`config.mk`:
```
export PLATFORM = sky130hd
export DESIGN_NAME = dfme_top
export DESIGN_NICKNAME = d
export VERILOG_FILES = /design/src/logic/dfme_pkg.sv /design/src/logic/dfme_top.sv
export SDC_FILE = /design/constraint.sdc
export NUM_CORES = 1
export LEC_CHECK = 0
export BUFFER_PORTS_ARGS = -buffer_cell sky130_fd_sc_hd__buf_2
export CAP_MARGIN = 10
export CORE_UTILIZATION = 55
export DETAILED_ROUTE_END_ITERATION = 16
export PLACE_DENSITY = 0.79
export SLEW_MARGIN = 10
export SYNTH_ARGS = -nofsm -noshare
export SYNTH_HDL_FRONTEND = slang
export SYNTH_SLANG_ARGS = --single-unit
```
`constraint.sdc`:
```
create_clock -name mclk -period 9.8 [get_ports mclk]
set_clock_uncertainty 0.1 [all_clocks]
set_input_delay 1.47 -clock mclk [delete_from_list [all_inputs] [get_ports mclk]]
set_output_delay 1.47 -clock mclk [all_outputs]
set_load 0.05 [all_outputs]
```
`src/logic/dfme_pkg.sv`:
```
/*
 package for the diagnostic fault message encoder: field layout, reset values,
 timing figures. assumes a 125 MHz mclk.
*/
`default_nettype none
package dfme_pkg;
	// ----------------------------------------
	// register map (byte addresses)
	// ----------------------------------------
	localparam logic [7:0] DFME_OFF_CTRL = 8'h00;
	localparam logic [7:0] DFME_OFF_FAULT = 8'h04;
	localparam logic [7:0] DFME_OFF_ADDR = 8'h08;
	localparam logic [7:0] DFME_OFF_STATUS = 8'h0C;
	localparam logic [7:0] DFME_OFF_MSG_LO = 8'h10;
	localparam logic [7:0] DFME_OFF_MSG_HI = 8'h14;
	// ----------------------------------------
	// field values
	// ----------------------------------------
	localparam logic [7:0] DFME_EXT_NONE = 8'hFF;
	localparam logic [7:0] DFME_MSB_ALL = 8'h00;
	localparam logic [7:0] DFME_INST_MAX = 8'hFA;
	localparam logic [18:0] DFME_GENERIC_MAX = 19'h000FF;
	localparam logic [10:0] DFME_UNIV_MAX = 11'h7FF;
	localparam logic [4:0] DFME_FMC_LAST_FIXED = 5'h13;
	localparam logic [4:0] DFME_FMC_NONE = 5'h1F;
	localparam logic [7:0] DFME_OCC_NONE = 8'hFF;
	localparam logic [1:0] DFME_LAMP_ON = 2'h1;
	localparam logic [1:0] DFME_LAMP_OFF = 2'h0;
	// ----------------------------------------
	// timing
	// ----------------------------------------
	localparam int DFME_CLK_MHZ = 125;
	localparam int DFME_FAST_MS = 100;
	localparam int DFME_SLOW_MS = 1000;
	localparam int DFME_IDLE_MS = 5000;
	localparam int DFME_CYC_PER_MS = DFME_CLK_MHZ * 1000;
	localparam int DFME_FAST_CYC = DFME_FAST_MS * DFME_CYC_PER_MS;
	localparam int DFME_SLOW_CYC = DFME_SLOW_MS * DFME_CYC_PER_MS;
	localparam int DFME_IDLE_CYC = DFME_IDLE_MS * DFME_CYC_PER_MS;
endpackage
`default_nettype wire

```
`src/logic/dfme_top.sv`:
```
/*
 diagnostic fault message encoder: software loads a fault over ahb-lite, the
 block assembles the 8-byte message payload and pulses msg_send on schedule.
 assumes a single ahb-lite master and a can transmitter that takes msg_data
 on msg_send when msg_ready is high.
*/
// Chosen here: the AHB-Lite interface to the registers and the placing of the registers.
//Contract
//- lamp set implies fault number and mode
//- yellow and red lamps independent
//- default source address is 8 bits
//- no extension means extension byte FFh
//- extension never used for address claiming
//- single instance: 19-bit number over three bytes
//- multi instance: 11-bit number plus instance
//- msb 00h all instances, 01h-FAh one
//- mid byte: middle bits or instance
//- low byte bits 7:5 hold number lsbs
//- numbers 00h-FFh reserved for generic faults
//- generic fault on multi instance: single encoding
//- whole-device faults msb 00h, else nonzero
//- whole-device numbers limited to 2048
//- failure mode code universal for all types
//- codes 0..19 are fixed categories
//- 31 not available, 20..30 never sent
//- one message per function or instance
//- per instance or combined report allowed
//- combined report has single status byte
//- active fault repeats every 100..1000 ms
//- no fault: message every 5000 ms idle
`timescale 1ns/1ps
`default_nettype none
module dfme_top
	import dfme_pkg::*;
#(
	parameter int FAST_CYC = DFME_FAST_CYC,
	parameter int SLOW_CYC = DFME_SLOW_CYC,
	parameter int IDLE_CYC = DFME_IDLE_CYC
)(
	input wire logic mclk,
	input wire logic nrst,
	input wire logic hsel,
	input wire logic [7:0] haddr,
	input wire logic [1:0] htrans,
	input wire logic hwrite,
	input wire logic [2:0] hsize,
	input wire logic [31:0] hwdata,
	input wire logic hready,
	output logic [31:0] hrdata,
	output logic hreadyout,
	output logic hresp,
	input wire logic other_status_sent,
	input wire logic msg_ready,
	output logic msg_send,
	output logic [63:0] msg_data
);
	import dfme_pkg::*;

	// elaboration guard: the scheduler needs periods of two cycles or more
	if (FAST_CYC < 2 || SLOW_CYC < FAST_CYC || IDLE_CYC < 2)
	begin : g_bad_period
		$error("dfme_top: bad period parameters");
	end

	// ----------------------------------------
	// ahb-lite slave
	// ----------------------------------------
	logic wr_pend_q;
	logic [7:0] wr_addr_q;
	logic [31:0] ctrl_q;
	logic [31:0] fault_q;
	logic [31:0] addr_q;
	logic [31:0] rdata_d;
	logic [63:0] msg_q;
	logic sent_flag_q;
	logic rej_flag_q;
	logic fault_ok;
	logic take;

	assign take = hsel && hready && htrans[1];
	assign hreadyout = 1'b1;
	assign hresp = 1'b0;

	// capture write address phase
	always_ff @(posedge mclk)
	begin
		if (!nrst)
		begin
			wr_pend_q <= 1'b0;
			wr_addr_q <= 8'h00;
		end
		else
		begin
			wr_pend_q <= take && hwrite;
			wr_addr_q <= haddr;
		end
	end

	// control: bit0 enable, bit1 multi-instance, bit2 fast rate
	always_ff @(posedge mclk)
	begin
		if (!nrst)
			ctrl_q <= 32'h0000_0000;
		else if (wr_pend_q && wr_addr_q == DFME_OFF_CTRL)
			ctrl_q <= {29'h0, hwdata[2:0]};
	end

	// fault: [18:0] number, [23:19] mode, [31:24] instance; lamps in addr reg
	always_ff @(posedge mclk)
	begin
		if (!nrst)
			fault_q <= 32'h0000_0000;
		else if (wr_pend_q && wr_addr_q == DFME_OFF_FAULT)
			fault_q <= hwdata;
	end

	// addr: [7:0] source addr, [15:8] extension, [17:16] yellow/red, [19:18] opstat
	always_ff @(posedge mclk)
	begin
		if (!nrst)
			addr_q <= {24'h0000_00, 8'h00} | {16'h0, DFME_EXT_NONE, 8'h00};
		else if (wr_pend_q && wr_addr_q == DFME_OFF_ADDR)
			addr_q <= {12'h000, hwdata[19:0]};
	end

	// read mux, registered into data phase
	always_comb
	begin
		rdata_d = 32'h0000_0000;
		case (haddr)
			DFME_OFF_CTRL: rdata_d = ctrl_q;
			DFME_OFF_FAULT: rdata_d = fault_q;
			DFME_OFF_ADDR: rdata_d = addr_q;
			DFME_OFF_STATUS: rdata_d = {29'h0, rej_flag_q, sent_flag_q, fault_ok};
			DFME_OFF_MSG_LO: rdata_d = msg_q[31:0];
			DFME_OFF_MSG_HI: rdata_d = msg_q[63:32];
			default: rdata_d = 32'h0000_0000;
		endcase
	end

	// read data held until the next read address phase
	always_ff @(posedge mclk)
	begin
		if (!nrst)
			hrdata <= 32'h0000_0000;
		else if (take && !hwrite)
			hrdata <= rdata_d;
	end

	// ----------------------------------------
	// payload assembly
	// ----------------------------------------
	logic multi;
	logic lamp_any;
	logic generic;
	logic [18:0] num;
	logic [4:0] fmc;
	logic [7:0] inst;
	logic [7:0] b_msb;
	logic [7:0] b_mid;
	logic [7:0] b_low;
	logic [63:0] msg_d;

	assign multi = ctrl_q[1];
	assign num = fault_q[18:0];
	assign fmc = fault_q[23:19];
	assign inst = fault_q[31:24];
	assign lamp_any = addr_q[16] || addr_q[17];
	assign generic = num <= DFME_GENERIC_MAX;

	// fault legality: reserved modes, instance range, whole-device limit
	always_comb
	begin
		fault_ok = 1'b1;
		if (fmc > DFME_FMC_LAST_FIXED && fmc != DFME_FMC_NONE)
			fault_ok = 1'b0;
		if (multi && !generic && num[10:3] > DFME_INST_MAX)
			fault_ok = 1'b0;
		if (multi && !generic && num[18:11] != 8'h00)
			fault_ok = 1'b0;
	end

	// three fault bytes, by device class
	always_comb
	begin
		if (!lamp_any)
		begin
			b_msb = 8'h00;
			b_mid = 8'h00;
			b_low = {3'b000, DFME_FMC_NONE};
		end
		else if (multi && !generic)
		begin
			b_msb = num[10:3];
			b_mid = inst;
			b_low = {num[2:0], fmc};
		end
		else
		begin
			b_msb = num[18:11];
			b_mid = num[10:3];
			b_low = {num[2:0], fmc};
		end
	end

	// byte 0 status/lamps, 1 source addr, 2..4 fault, 5 count, 6 extension, 7 bank
	assign msg_d = {8'hFF, addr_q[15:8], DFME_OCC_NONE, b_low, b_mid, b_msb,
		addr_q[7:0], addr_q[17] ? DFME_LAMP_ON : DFME_LAMP_OFF,
		addr_q[16] ? DFME_LAMP_ON : DFME_LAMP_OFF, 2'b01, addr_q[19:18]};

	// ----------------------------------------
	// broadcast scheduler
	// ----------------------------------------
	logic [31:0] tick_q;
	logic [31:0] period;
	logic due;
	logic can_send;

	// one message slot per register load; software steps through instances
	assign period = lamp_any ? 32'(ctrl_q[2] ? FAST_CYC : SLOW_CYC)
		: 32'(IDLE_CYC);
	assign due = tick_q >= period - 32'h0000_0001;
	assign can_send = ctrl_q[0] && msg_ready && fault_ok && due;

	// idle count restarts on any other status broadcast
	always_ff @(posedge mclk)
	begin
		if (!nrst)
			tick_q <= 32'h0000_0000;
		else if (can_send || (!lamp_any && other_status_sent) || !ctrl_q[0])
			tick_q <= 32'h0000_0000;
		else if (!due)
			tick_q <= tick_q + 32'h0000_0001;
	end

	// frame strobe and payload, plus a readable copy of the last frame
	always_ff @(posedge mclk)
	begin
		if (!nrst)
		begin
			msg_send <= 1'b0;
			msg_q <= 64'h0;
			msg_data <= 64'h0;
		end
		else
		begin
			msg_send <= can_send;
			if (can_send)
			begin
				msg_q <= msg_d;
				msg_data <= msg_d;
			end
		end
	end

	// sticky status: set beats clear by a status write of 1
	always_ff @(posedge mclk)
	begin
		if (!nrst)
		begin
			sent_flag_q <= 1'b0;
			rej_flag_q <= 1'b0;
		end
		else
		begin
			sent_flag_q <= can_send ||
				(sent_flag_q && !(wr_pend_q && wr_addr_q == DFME_OFF_STATUS && hwdata[1]));
			rej_flag_q <= (ctrl_q[0] && due && !fault_ok) ||
				(rej_flag_q && !(wr_pend_q && wr_addr_q == DFME_OFF_STATUS && hwdata[2]));
		end
	end

	// ----------------------------------------
	// assertions
	// ----------------------------------------

	// cycles since the last frame, saturating; starts high so the first frame passes
	logic [31:0] gap_q;

	always_ff @(posedge mclk)
	begin
		if (!nrst)
			gap_q <= 32'hFFFF_FFFF;
		else if (msg_send)
			gap_q <= 32'h0000_0001;
		else if (gap_q != 32'hFFFF_FFFF)
			gap_q <= gap_q + 32'h0000_0001;
	end

	a_lamp_fields: assert property (@(posedge mclk) disable iff (!nrst)
		msg_send && (msg_data[6] || msg_data[4]) |->
		msg_data[36:32] == $past(fmc) && msg_data[39:37] == $past(num[2:0]))
		else $error("lamp set without fault fields");
	a_ext_byte: assert property (@(posedge mclk) disable iff (!nrst)
		msg_send |-> msg_data[55:48] == $past(addr_q[15:8]))
		else $error("extension byte wrong");
	a_no_reserved: assert property (@(posedge mclk) disable iff (!nrst)
		msg_send && (msg_data[6] || msg_data[4]) |->
		(msg_data[36:32] <= DFME_FMC_LAST_FIXED || msg_data[36:32] == DFME_FMC_NONE))
		else $error("reserved mode sent");
	a_low_split: assert property (@(posedge mclk) disable iff (!nrst)
		msg_send && msg_data[6:4] != 3'b000 |-> msg_data[39:37] == $past(num[2:0]))
		else $error("number lsbs misplaced");
	a_inst_range: assert property (@(posedge mclk) disable iff (!nrst)
		msg_send && $past(multi && !generic && lamp_any) |-> msg_data[23:16] <= DFME_INST_MAX)
		else $error("instance out of range");
	a_generic_single: assert property (@(posedge mclk) disable iff (!nrst)
		msg_send && $past(generic && lamp_any) |-> msg_data[23:16] == 8'h00)
		else $error("generic fault carries instance");
	a_lamps_indep: assert property (@(posedge mclk) disable iff (!nrst)
		msg_send |-> msg_data[7:4] == {1'b0, $past(addr_q[17]), 1'b0, $past(addr_q[16])})
		else $error("lamp bits wrong");
	a_src_addr: assert property (@(posedge mclk) disable iff (!nrst)
		msg_send |-> msg_data[15:8] == $past(addr_q[7:0]))
		else $error("source address wrong");
	a_send_pulse: assert property (@(posedge mclk) disable iff (!nrst)
		msg_send |=> !msg_send)
		else $error("back to back sends");
	// msb byte: number top bits, or number bits 10:3 on a multi-instance fault
	a_msb_byte: assert property (@(posedge mclk) disable iff (!nrst)
		msg_send && $past(lamp_any) |-> msg_data[23:16] ==
		($past(multi && !generic) ? $past(num[10:3]) : $past(num[18:11])))
		else $error("msb fault byte wrong");
	// mid byte: number middle bits, or the instance on a multi-instance fault
	a_mid_byte: assert property (@(posedge mclk) disable iff (!nrst)
		msg_send && $past(lamp_any) |-> msg_data[31:24] ==
		($past(multi && !generic) ? $past(inst) : $past(num[10:3])))
		else $error("mid fault byte wrong");
	// no lamp: empty fault bytes, mode not available
	a_idle_bytes: assert property (@(posedge mclk) disable iff (!nrst)
		msg_send && !msg_data[6] && !msg_data[4] |->
		msg_data[39:16] == {3'b000, DFME_FMC_NONE, 16'h0000})
		else $error("idle fault bytes wrong");
	// count, bank and fixed status bits never vary
	a_fixed_bytes: assert property (@(posedge mclk) disable iff (!nrst)
		msg_send |-> msg_data[63:56] == 8'hFF && msg_data[47:40] == DFME_OCC_NONE
		&& msg_data[3:2] == 2'b01)
		else $error("fixed bytes wrong");
	// one operating status field per frame, from the address register
	a_op_status: assert property (@(posedge mclk) disable iff (!nrst)
		msg_send |-> msg_data[1:0] == $past(addr_q[19:18]))
		else $error("operating status wrong");
	// only a legal fault, enabled, with the transmitter ready goes out
	a_send_legal: assert property (@(posedge mclk) disable iff (!nrst)
		msg_send |-> $past(fault_ok && msg_ready && ctrl_q[0]))
		else $error("frame sent while refused");
	// multi-instance numbers above 2047 never leave the block
	a_whole_dev: assert property (@(posedge mclk) disable iff (!nrst)
		msg_send && $past(multi && !generic && lamp_any) |->
		$past(num[18:11]) == 8'h00)
		else $error("whole-device number too large");
	// frames never closer than the period in force
	a_min_period: assert property (@(posedge mclk) disable iff (!nrst)
		msg_send |-> gap_q >= $past(period))
		else $error("frames closer than the period");
	// every frame leaves its mark in the sent flag
	a_sent_sticky: assert property (@(posedge mclk) disable iff (!nrst)
		msg_send |-> sent_flag_q)
		else $error("sent flag missing");
	// a refused due fault is flagged one cycle later
	a_rej_flag: assert property (@(posedge mclk) disable iff (!nrst)
		ctrl_q[0] && due && !fault_ok |=> rej_flag_q)
		else $error("refusal not flagged");
	// a foreign status frame restarts the idle count
	a_idle_restart: assert property (@(posedge mclk) disable iff (!nrst)
		ctrl_q[0] && !lamp_any && other_status_sent |=> tick_q == 32'h0000_0000)
		else $error("idle count not restarted");
	// a disabled encoder stays silent
	a_send_off: assert property (@(posedge mclk) disable iff (!nrst)
		!ctrl_q[0] |=> !msg_send)
		else $error("frame while disabled");

	// main scenarios: fault, both lamps, idle, refusal, multi-instance
	c_fault_send: cover property (@(posedge mclk) disable iff (!nrst) msg_send && msg_data[4]);
	c_both_lamps: cover property (@(posedge mclk) disable iff (!nrst) msg_send && msg_data[6]
		&& msg_data[4]);
	c_idle_send: cover property (@(posedge mclk) disable iff (!nrst) msg_send && !msg_data[6]
		&& !msg_data[4]);
	c_reject: cover property (@(posedge mclk) disable iff (!nrst) rej_flag_q);
	c_multi_send: cover property (@(posedge mclk) disable iff (!nrst) msg_send
		&& $past(multi && !generic));
endmodule // dfme_top
`default_nettype wire

```
# Word-level counts from Yosys, hierarchy flattened
# Cells that the tools add are included.
[op_classes]
n_addsub = 2
magnitude_cmp = 4
eq_ne = 9
mux = 13
bitwise = 1
n_reduce_logical = 38
[op_table]
columns = ["operator", "n"]
rows = [
  ["32-bit one-hot mux with 6 select lines", 1],
  ["8-bit two-way mux", 5],
  ["32-bit by 1-bit adder with 32-bit output (second input constant)", 1],
  ["8-bit by 4-bit equality test with 1-bit output (second input constant)", 4],
  ["32-bit >= comparator", 1],
  ["30-bit by 1-bit subtractor with 31-bit output (second input constant)", 1],
  ["30-bit two-way mux", 1],
  ["27-bit two-way mux", 1],
  ["1-bit logical AND", 22],
  ["19-bit by 8-bit less-or-equal comparator with 1-bit output (second input constant)", 1],
  ["8-bit by 3-bit equality test with 1-bit output (second input constant)", 2],
  ["8-bit by 5-bit equality test with 1-bit output (second input constant)", 2],
  ["8-bit logical NOT", 2],
  ["8-bit greater-than comparator (second input constant)", 1],
  ["8-bit nonzero test", 1],
  ["1-bit logical NOT", 7],
  ["5-bit greater-than comparator (second input constant)", 1],
  ["1-bit logical OR", 5],
  ["1-bit two-way mux", 5],
  ["5-bit inequality test (second input constant)", 1],
  ["2-bit OR reduction", 1],
  ["1-bit inverter", 1],
]
[totals]
reg_bits = 187
in_bits = 52
out_inout_bits = 99
wordCells = 78

# Depth between registers and ports, before layout
# Gate-level depths: netlist of run 1.
[depth]
depth_word = 11
mapped_depth = 15
mapped_depth_nobuf = 12

# Worst setup path before layout of run 1
# No wires, ideal clock.
[synth_path]
path_type = "in2reg"
start = "input haddr[5]"
end = "register hrdata[13]"
setup_ns = 0.070
t_arrival_ns = 3.311
required_ns = 9.630
slack_ns = 6.319
cell_stages = 8
n_path_buf = 2
cell_sequence = "or4_4 or3_1 clkbuf_2 nor3b_4 buf_6 nand2_1 a31o_2 a21oi_1"
[synth_between]
elab_chain_cells = 2
word_cells_on_any_way = 7
cone_classes = "5 x eq/ne; 1 x mux; 1 x reduce/logical"
[synth_lines]
columns = ["element", "line_no", "source"]
rows = [
  ["start: declaration", "dfme_top.sv:43", "input wire logic [7:0] haddr,"],
  ["8-bit by 5-bit equality test with 1-bit output, or another cell as far along", "dfme_top.sv:130", "case (haddr)"],
  ["32-bit one-hot mux with 6 select lines *", "dfme_top.sv:130", ""],
  ["end signal: assignment", "dfme_top.sv:147", "hrdata <= rdata_d;"],
  ["end: declaration", "dfme_top.sv:49", "output logic [31:0] hrdata,"],
]
# Every way passes the cells marked *; elsewhere a longest branch is shown, timed or not.
# A chain may end at the register's enable or synchronous reset.

# Worst setup path after layout of run 1
[layout_path]
start = "register addr_q[16]"
end = "register tick_q[3]"
[layout_between]
elab_chain_cells = 8
word_cells_on_any_way = 10
cone_classes = "1 x add/sub; 1 x order compare; 1 x mux; 7 x reduce/logical"
[layout_lines]
columns = ["element", "line_no", "source"]
rows = [
  ["start: declaration", "dfme_top.sv:72", "logic [31:0] addr_q;"],
  ["start signal: assignment", "dfme_top.sv:121", "addr_q <= {24'h0000_00, 8'h00} | {16'h0, DFME_EXT_NONE, 8'h00};"],
  ["start signal: assignment", "dfme_top.sv:123", "addr_q <= {12'h000, hwdata[19:0]};"],
  ["1-bit logical OR *", "dfme_top.sv:168", "assign lamp_any = addr_q[16] || addr_q[17];"],
  ["30-bit two-way mux", "dfme_top.sv:220", "assign period = lamp_any ? 32'(ctrl_q[2] ? FAST_CYC : SLOW_CYC)"],
  ["30-bit by 1-bit subtractor with 31-bit output", "dfme_top.sv:222", "assign due = tick_q >= period - 32'h0000_0001;"],
  ["32-bit >= comparator", "dfme_top.sv:222", ""],
  ["1-bit logical AND", "dfme_top.sv:223", "assign can_send = ctrl_q[0] && msg_ready && fault_ok && due;"],
  ["1-bit logical OR (2 in series)", "dfme_top.sv:230", "else if (can_send || (!lamp_any && other_status_sent) || !ctrl_q[0])"],
  ["2-bit OR reduction (no line)", "-", ""],
  ["end signal: assignment", "dfme_top.sv:233", "tick_q <= tick_q + 32'h0000_0001;"],
  ["end: declaration", "dfme_top.sv:214", "logic [31:0] tick_q;"],
]
# Marks and branches as above.

==> summary.txt, run 1 <==
Status
  • Outcome: finished, final reports clean

Route
  • DRC viols: 0
  • Detailed-route vias per instance: approximately 6
  • Total length of routed wires: around 22000 microns
  • Routed wire length per instance: 18.07 microns
  • Initial drt markers: 770
  • Antenna Nets Post-Route: 0
  • Number of vias in the routed layout: 7353
  • Number of detailed-routing iterations run before antenna repair: 6

Clocking
  • Sinks on the clock net: 176
  • Total clock buffers created by CTS: 17
  • Number of cells upsized or downsized after cts: 0
  • Post-CTS Setup Inserts: 0
  • Later-pin clock latency in the skew report: between 0.4 and 0.5 ns
  • TritonCTS clock tree: yes
  • Buffer cell driving the clock tree root: clkbuf_16
  • Clock-pin slew of the registers on the worst-case setup and hold paths: ~0.07 ns
  • Cts hold-fix bufs: 0
  • Maximum level of the CTS H-tree: 4
  • Clock Path Buffers: 2

Pwr
  • Max VDD drop: 0.1461 mV
  • PD cells: 153.5 nW/um^2
  • Leakage power of the design: 3.669 nW

Timing
  • Post-Route Setup TNS: 0 ns
  • Worst path setup slack after routing: approximately 5.4 ns
  • Setup repair after global routing missed its margin: false
  • Maximum operating frequency: roughly 230 MHz
  • Transition time at the pin with the least slew margin: roughly 1.1 ns
  • Share of the clock period used by the worst path after layout: 44.75%
  • Hold Fails Final Rpt: 0
  • Worst slew margin relative to its limit: a little over a quarter
  • Minimum period implied by the final worst setup slack: 4.385 ns
  • Setup-violating endpoint count in the final report: 0
  • Max Transition Viols Final: 0

Synthesis
  • Seq cells post-synth: 176
  • Avg Inst Size Synth: ~8.5 sq um
  • Cell types with the largest area share after synthesis: dfxtp_1 44%, nand2_1 7.1%, a21oi_1 5.9%, mux2i_1 5.1%, nor2_1 3.9%
  • Post-synthesis cell area: approximately 8000 sq um
  • Cell taking the most area after synthesis: dfxtp_1
  • Synth async-reset ratio: 0%
  • Number of cells produced by synthesis: 949
  • Seq/Total Area, Yosys: 43.62%
  • Number of different library cells in the post-synthesis netlist: 60
  • Number of flops mapped to enable cells by yosys: 0
  • Synthesis warning total: 0
  • Most instantiated flip-flop cell in the synthesis netlist: dfxtp_1
  • Area fraction of the dominant cell type after synthesis: between 40% and 50%

Layout
  • Diode insertion count for antenna repair: 0
  • Count of filler cells inserted in the layout: approximately 1200
  • Most common cell after layout, fill and taps aside: dfxtp_1
  • Total area of multi-input combinational cells: around 4100 sq um
  • Number of non-filler instances in the completed layout: around 1200
  • Area growth syn-to-layout: 14.53%
  • Ratio of cells with drive above 1 in the final layout: 20.50%
  • FF/Latch Area: 3523 sq um
  • Commonest non-fill, non-tap cells in the layout: 176 x dfxtp_1, 153 x nand2_1, 141 x buf_2
  • Post-layout nets: between 1000 and 1500

Worst setup path
  • Worst-case reg-to-reg path depth: 14
  • Crit path to: tick_q[3]
  • Setup crit end kind: register
  • CP max FO: 72
  • Critical Path Source Type: register
  • Worst Path Required: approximately 10 ns
  • Startpoint of the worst-slack reg-to-reg timing path: addr_q[16]
  • Startpoint of the worst setup timing path: addr_q[16]
  • Reg-to-reg setup timing slack: 5.41 ns
  • R2R Path End: tick_q[3]
  • Critical setup path kind: register to register
  • Signal arrival time at the worst endpoint: 4.63 ns

Die
  • Placeable core region: 14100 sq um
  • Die Y-Extent: 123.2 microns
  • IO Count: roughly 150
  • Std cell rows: 43
  • Initial core utilization: between 50% and 60%
  • Die Wd: 123.2 microns
  • Die area: between 15000 and 20000 sq um

Global route
  • Largest net degree at the start of global routing: 110
  • Global-route usage over all layers: 30.08%
  • Number of global-route vias before repair: between 6000 and 7000
  • Number of antenna violations at the first check in global routing: 0
  • First-pass GRT wire length: around 35000 microns
  • Overflow after GRT: 0

Min path
  • Class of the most critical hold timing path: register to register

Place
  • Routability cong.: ~0.90
  • Number of cells after detailed placement: 1197
  • Post-DP HPWL: 15600 microns
  • Count of input and output buffers: between 100 and 150
  • Placement Setup Slack: 5.539 ns

Flow run
  • Max_cap viols: 0
layout make-up:
| type | instances | area share (%) |
|---|---|---|
| inverters | 11 | 0.4463 |
| multi-input cells | 682 | 44.60 |
| clock inverters | 13 | 1.339 |
| clock buffers | 19 | 4.896 |
| repair buffers | 148 | 8.196 |
| flip-flops and latches | 176 | 38.08 |
| well taps | 180 | 2.434 |
through the flow:
step	total power, mW	hold WS (ns)	instance area [sq um]	utilization, %
finish	1.420	0.3523	9251	65.63
floorplan	0.7586	0.3171	8093	-
global placement	0.7736	0.3354	8675	61.54
global route	1.461	0.3766	9251	65.63
CTS	1.423	0.3526	9251	65.63
detailed placement	0.7738	0.3396	8675	61.54
flip-flops by register name, summed over array words and instances, names as in the netlist:
name,cells
rej_flag_q,1
msg_q,45
sent_flag_q,1
msg_send,1
wr_addr_q,8
hrdata,32
fault_q,32
wr_pend_q,1
ctrl_q,3
addr_q,20
tick_q,32
synthesized netlist by cell type (all sizes together), types with 2 or more instances:
cell and n:
o21ai 12, nor4b 5, or4 5, nand3 35, or2 5, a31oi 2
a41oi 2, dfxtp 176, and2 12, or3b 4, ha 21, a21o 4
nand4 12, or3 6, o31ai 20, conb 2, nor3 26, a211oi 3
nor3b 3, nor2b 9, mux4 2, buf 36, a2bb2oi 2, xnor2 20
a22oi 33, o2bb2ai 6, mux2i 41, mux2 11, a31o 8, nand2 153
a222oi 2, nor2 84, and4 6, clkbuf 48, and3 5, a21oi 96
inv 11, nor4 10
cells by family after synthesis:
family,after synthesis,share of synthesized area (%)
AND/OR/NAND/NOR,381,22.15
AO/OA/AOI/OAI,199,15.78
flip-flops,176,43.62
buffers and inverters,95,5.654
multiplexers,54,7.172
adder cells (fa/ha/maj),21,3.253
XOR/XNOR,21,2.277
other,2,0.09297
power by group:
part	total (mW)	internal, mW	switching, mW
Clock	0.661	0.368	0.293
Combinational	0.0398	0.0113	0.0285
Sequential	0.719	0.717	0.00152
per-layer routing:
layer	wire length, microns	GRT usage [%]
met2	9920	45.81
met3	1902	5.766
met4	634	11.67
met1	9756	41.92
met5	0	0
worst min path at each step:
stage | start | end | slack (ns) | cells after the start
2_1_floorplan | tick_q[31] | tick_q[31] | 0.32 | 2
3_3_place_gp | tick_q[31] | tick_q[31] | 0.34 | 2
3_5_place_dp | tick_q[31] | tick_q[31] | 0.34 | 2
4_1_cts | hrdata[14] | hrdata[14] | 0.35 | 2
5_1_grt | hrdata[13] | hrdata[13] | 0.38 | 2
6_report | hrdata[14] | hrdata[14] | 0.35 | 2
critical path, stage by stage (launching register included):
cell	delay (ns)
dfxtp_1	0.35
or2_2	0.37
inv_1	0.45
nor2_1	0.17
inv_1	0.19
ha_1	0.28
a21oi_1	0.15
o211ai_1	0.11
a31oi_1	0.31
nand2_1	0.25
o2111ai_4	0.23
buf_4	0.68
nand4_1	0.16
buf_4	0.29
nor2_1	0.19
Note: power is estimated with default switching activity, not from simulation.
==> run 2, diff against run 1 <==
- ABC_AREA: not set -> 1
- PLACE_DENSITY: 0.79 -> 0.78
- clock period: 9.8 -> 4.6 ns (I/O delays scaled with it)
==> summary.txt, run 2 <==
Die
  • Std cell rows: 46 (+7.0%)
  • Die area: 16920 sq um (+11%)
  • Placeable core region: 15940 sq um (+13%)
  • Initial core utilization: 56.58% (-0.72 points)
  • Die Wd: 130.1 microns (+5.6%)
  • Die Y-Extent: 130.1 microns (+5.6%)
  • IO Count: 151 (unchanged)

Route
  • Total length of routed wires: 25890 microns (+17%)
  • Routed wire length per instance: 15.80 microns (-13%)
  • DRC viols: 0 (unchanged)
  • Number of detailed-routing iterations run before antenna repair: 6 (unchanged)
  • Antenna Nets Post-Route: 0 (unchanged)
  • Detailed-route vias per instance: 5.599 (-6.4%)
  • Number of vias in the routed layout: 9176 (+25%)
  • Initial drt markers: 1098 (+43%)

Layout
  • Most common cell after layout, fill and taps aside: nand2_1
  • Diode insertion count for antenna repair: 0 (unchanged)
  • Commonest non-fill, non-tap cells in the layout: 341 x nand2_1, 176 x dfxtp_1, 154 x a21oi_1
  • Post-layout nets: 1483 (+34%)
  • Max FFs per register: 45 (unchanged)
  • Ratio of cells with drive above 1 in the final layout: 14.20% (-6.3 points)
  • Area growth syn-to-layout: 12.62%
  • Top register by number of flip-flops: msg_q

Synthesis
  • Most instantiated flip-flop cell in the synthesis netlist: dfxtp_1
  • Number of different library cells in the post-synthesis netlist: 37 (-38%)
  • Number of flops mapped to enable cells by yosys: 0 (unchanged)
  • Synthesis warning total: 0 (unchanged)
  • Number of cells produced by synthesis: 1330 (+40%)
  • Cell taking the most area after synthesis: dfxtp_1
  • Ranking of synthesized cells by instance count: 342 x nand2_1, 176 x dfxtp_1, 154 x a21oi_1
  • Avg Inst Size Synth: 6.783 sq um (-20%)
  • Seq/Total Area, Yosys: 39.06% (-4.6 points)
  • Post-synthesis cell area: 9021 sq um (+12%)
  • Synth async-reset ratio: 0% (unchanged)
  • Cell with the most instances after synthesis: nand2_1
  • Seq cells post-synth: 176 (unchanged)
  • Cell types with the largest area share after synthesis: dfxtp_1 39%, nand2_1 14%, a21oi_1 8.5%, nand3_1 7.5%, nor2_1 6.3%
  • Area fraction of the dominant cell type after synthesis: 39.06% (-4.6 points)

Worst setup path
  • Critical setup path kind: register to register
  • Worst Path Required: 4.81 ns (-5.24 ns)
  • Setup crit end kind: register
  • Signal arrival time at the worst endpoint: 3.77 ns (-0.86 ns)
  • CP max FO: 61 (-15%)
  • Critical Path Source Type: register
  • Reg-to-reg setup timing slack: 1.03 ns (-4.38 ns)

Clocking
  • Post-CTS Setup Inserts: 0 (unchanged)
  • TritonCTS clock tree: yes
  • Number of cells upsized or downsized after cts: 0 (unchanged)
  • Sinks on the clock net: 176 (unchanged)
  • Later-pin clock latency in the skew report: 0.44 ns (about the same)
  • Maximum level of the CTS H-tree: 4 (unchanged)
  • Buffer cell driving the clock tree root: clkbuf_16
  • Cts hold-fix bufs: 0 (unchanged)
  • Clock-pin slew of the registers on the worst-case setup and hold paths: 0.07 ns (about the same)
  • Clock Path Buffers: 2 (unchanged)
  • Total clock buffers created by CTS: 17 (unchanged)

Timing
  • Setup repair after global routing missed its margin: false
  • Post-Route Setup TNS: 0 ns (unchanged)
  • Share of the clock period used by the worst path after layout: 77.55% (+33 points)
  • Minimum period implied by the final worst setup slack: 3.567 ns (-0.8181 ns)
  • Setup-violating endpoint count in the final report: 0 (unchanged)
  • Max Transition Viols Final: 0 (unchanged)
  • Hold Fails Final Rpt: 0 (unchanged)
  • Worst slew margin relative to its limit: 23.46% (-3.6 points)
  • Maximum operating frequency: 280.3 MHz (+23%)
  • Worst path setup slack after routing: 1.033 ns (-4.382 ns)
  • Transition time at the pin with the least slew margin: 1.145 ns (+0.05193 ns)

Place
  • Count of input and output buffers: 141 (unchanged)
  • Post-DP HPWL: 18010 microns (+15%)
  • Routability cong.: 0.9053 (+0.37%)
  • Placement Setup Slack: 1.076 ns (-4.463 ns)

Global route
  • Number of antenna violations at the first check in global routing: 0 (unchanged)
  • Largest net degree at the start of global routing: 66 (-40%)
  • Global-route usage over all layers: 31.16% (+1.1 points)
  • Overflow after GRT: 0 (unchanged)
  • First-pass GRT wire length: 40540 microns (+17%)
  • Number of global-route vias before repair: 7952 (+22%)

Flow run
  • Max_cap viols: 0 (unchanged)

Pwr
  • Leakage power of the design: 4.287 nW (+17%)
  • Max VDD drop: 0.2871 mV (+97%)
  • PD cells: 306.7 nW/um^2 (+100%)

Min path
  • Class of the most critical hold timing path: primary input to register

Status
  • Outcome: finished, final reports clean
[run 2: changes by cell type after synthesis, sizes merged, moves of 33 or more]
cell   delta
o21ai    +67
inv      +79
nor2     +70
nand3   +101
nand2   +192
a22oi    -33
mux2i    -41
a21oi    +59
[run 2: report_power, final]
part / leakage (nW) / internal (mW) / switching (mW)
Combinational: 2.58 / 0.0318 / 0.0755
Sequential: 1.42 / 1.53 / 0.00212
Clock: 0.291 / 0.827 / 0.652
Total: 4.29 / 2.39 / 0.730
[run 2: cell families (layout without fill, tap and decap cells)]
kind of cell	count (synthesis)	after routing	share of synthesized area, %
AO/OA/AOI/OAI	261	261	15.31
flip-flops	176	176	39.06
other	2	6	0.08325
XOR/XNOR	28	28	2.718
AND/OR/NAND/NOR	651	651	29.83
buffers and inverters	191	280	10.08
adder cells (fa/ha/maj)	21	21	2.913
[run 2: metrics by stage]
| step | cell area [sq um] | total power [mW] | std cells | hold WS (ns) | util [%] |
|---|---|---|---|---|---|
| floorplan | 9036 | 1.631 | 1334 | 0.3155 | - |
| CTS | 10160 | 3.123 | 1639 | 0.3332 | 63.73 |
| global route | 10160 | 3.190 | 1639 | 0.3534 | 63.73 |
| global placement | 9562 | 1.668 | 1607 | 0.3276 | 59.97 |
| detailed placement | 9562 | 1.670 | 1607 | 0.3303 | 59.97 |
| finish | 10160 | 3.116 | 1639 | 0.3400 | 63.73 |
[run 2: path summary, 6_finish.rpt]
check	startpoint	endpoint	depth (start not counted)
min reg2reg	tick_q[31]	tick_q[31]	2
min	haddr[4]	wr_addr_q[4]	3
max reg2reg	addr_q[17]	tick_q[9]	15
max	addr_q[17]	tick_q[9]	15
[run 2: final cells by class]
| type | count | area (sq um) |
|---|---|---|
| clock buffers | 19 | 442.9 |
| clock inverters | 13 | 155.1 |
| fillers | 1465 | 5783 |
| inverters | 93 | 349.1 |
| multi-input cells | 967 | 4608 |
| flip-flops and latches | 176 | 3523 |
| well taps | 216 | 270.3 |
| repair buffers | 155 | 810.8 |
[run 2: worst max-delay path: stages (launching register included)]
cell	delay, ns
dfxtp_1	0.34
nor2_1	0.06
buf_4	0.18
nor2_1	0.42
inv_1	0.16
ha_1	0.33
nand2_1	0.07
nor2_1	0.13
nand4_1	0.10
nor2_1	0.13
nand2_2	0.09
nand2_4	0.49
nand2_1	0.25
nand2_1	0.13
buf_4	0.34
a21oi_1	0.09
[run 2: layer usage]
metal	up-vias	share of wire, %	global-route usage [%]
li1	4473	-	-
met1	4258	43	41.83
met2	402	47	50.09
met3	43	8.1	5.371
met4	0	2.2	11.63
met5	-	0	0
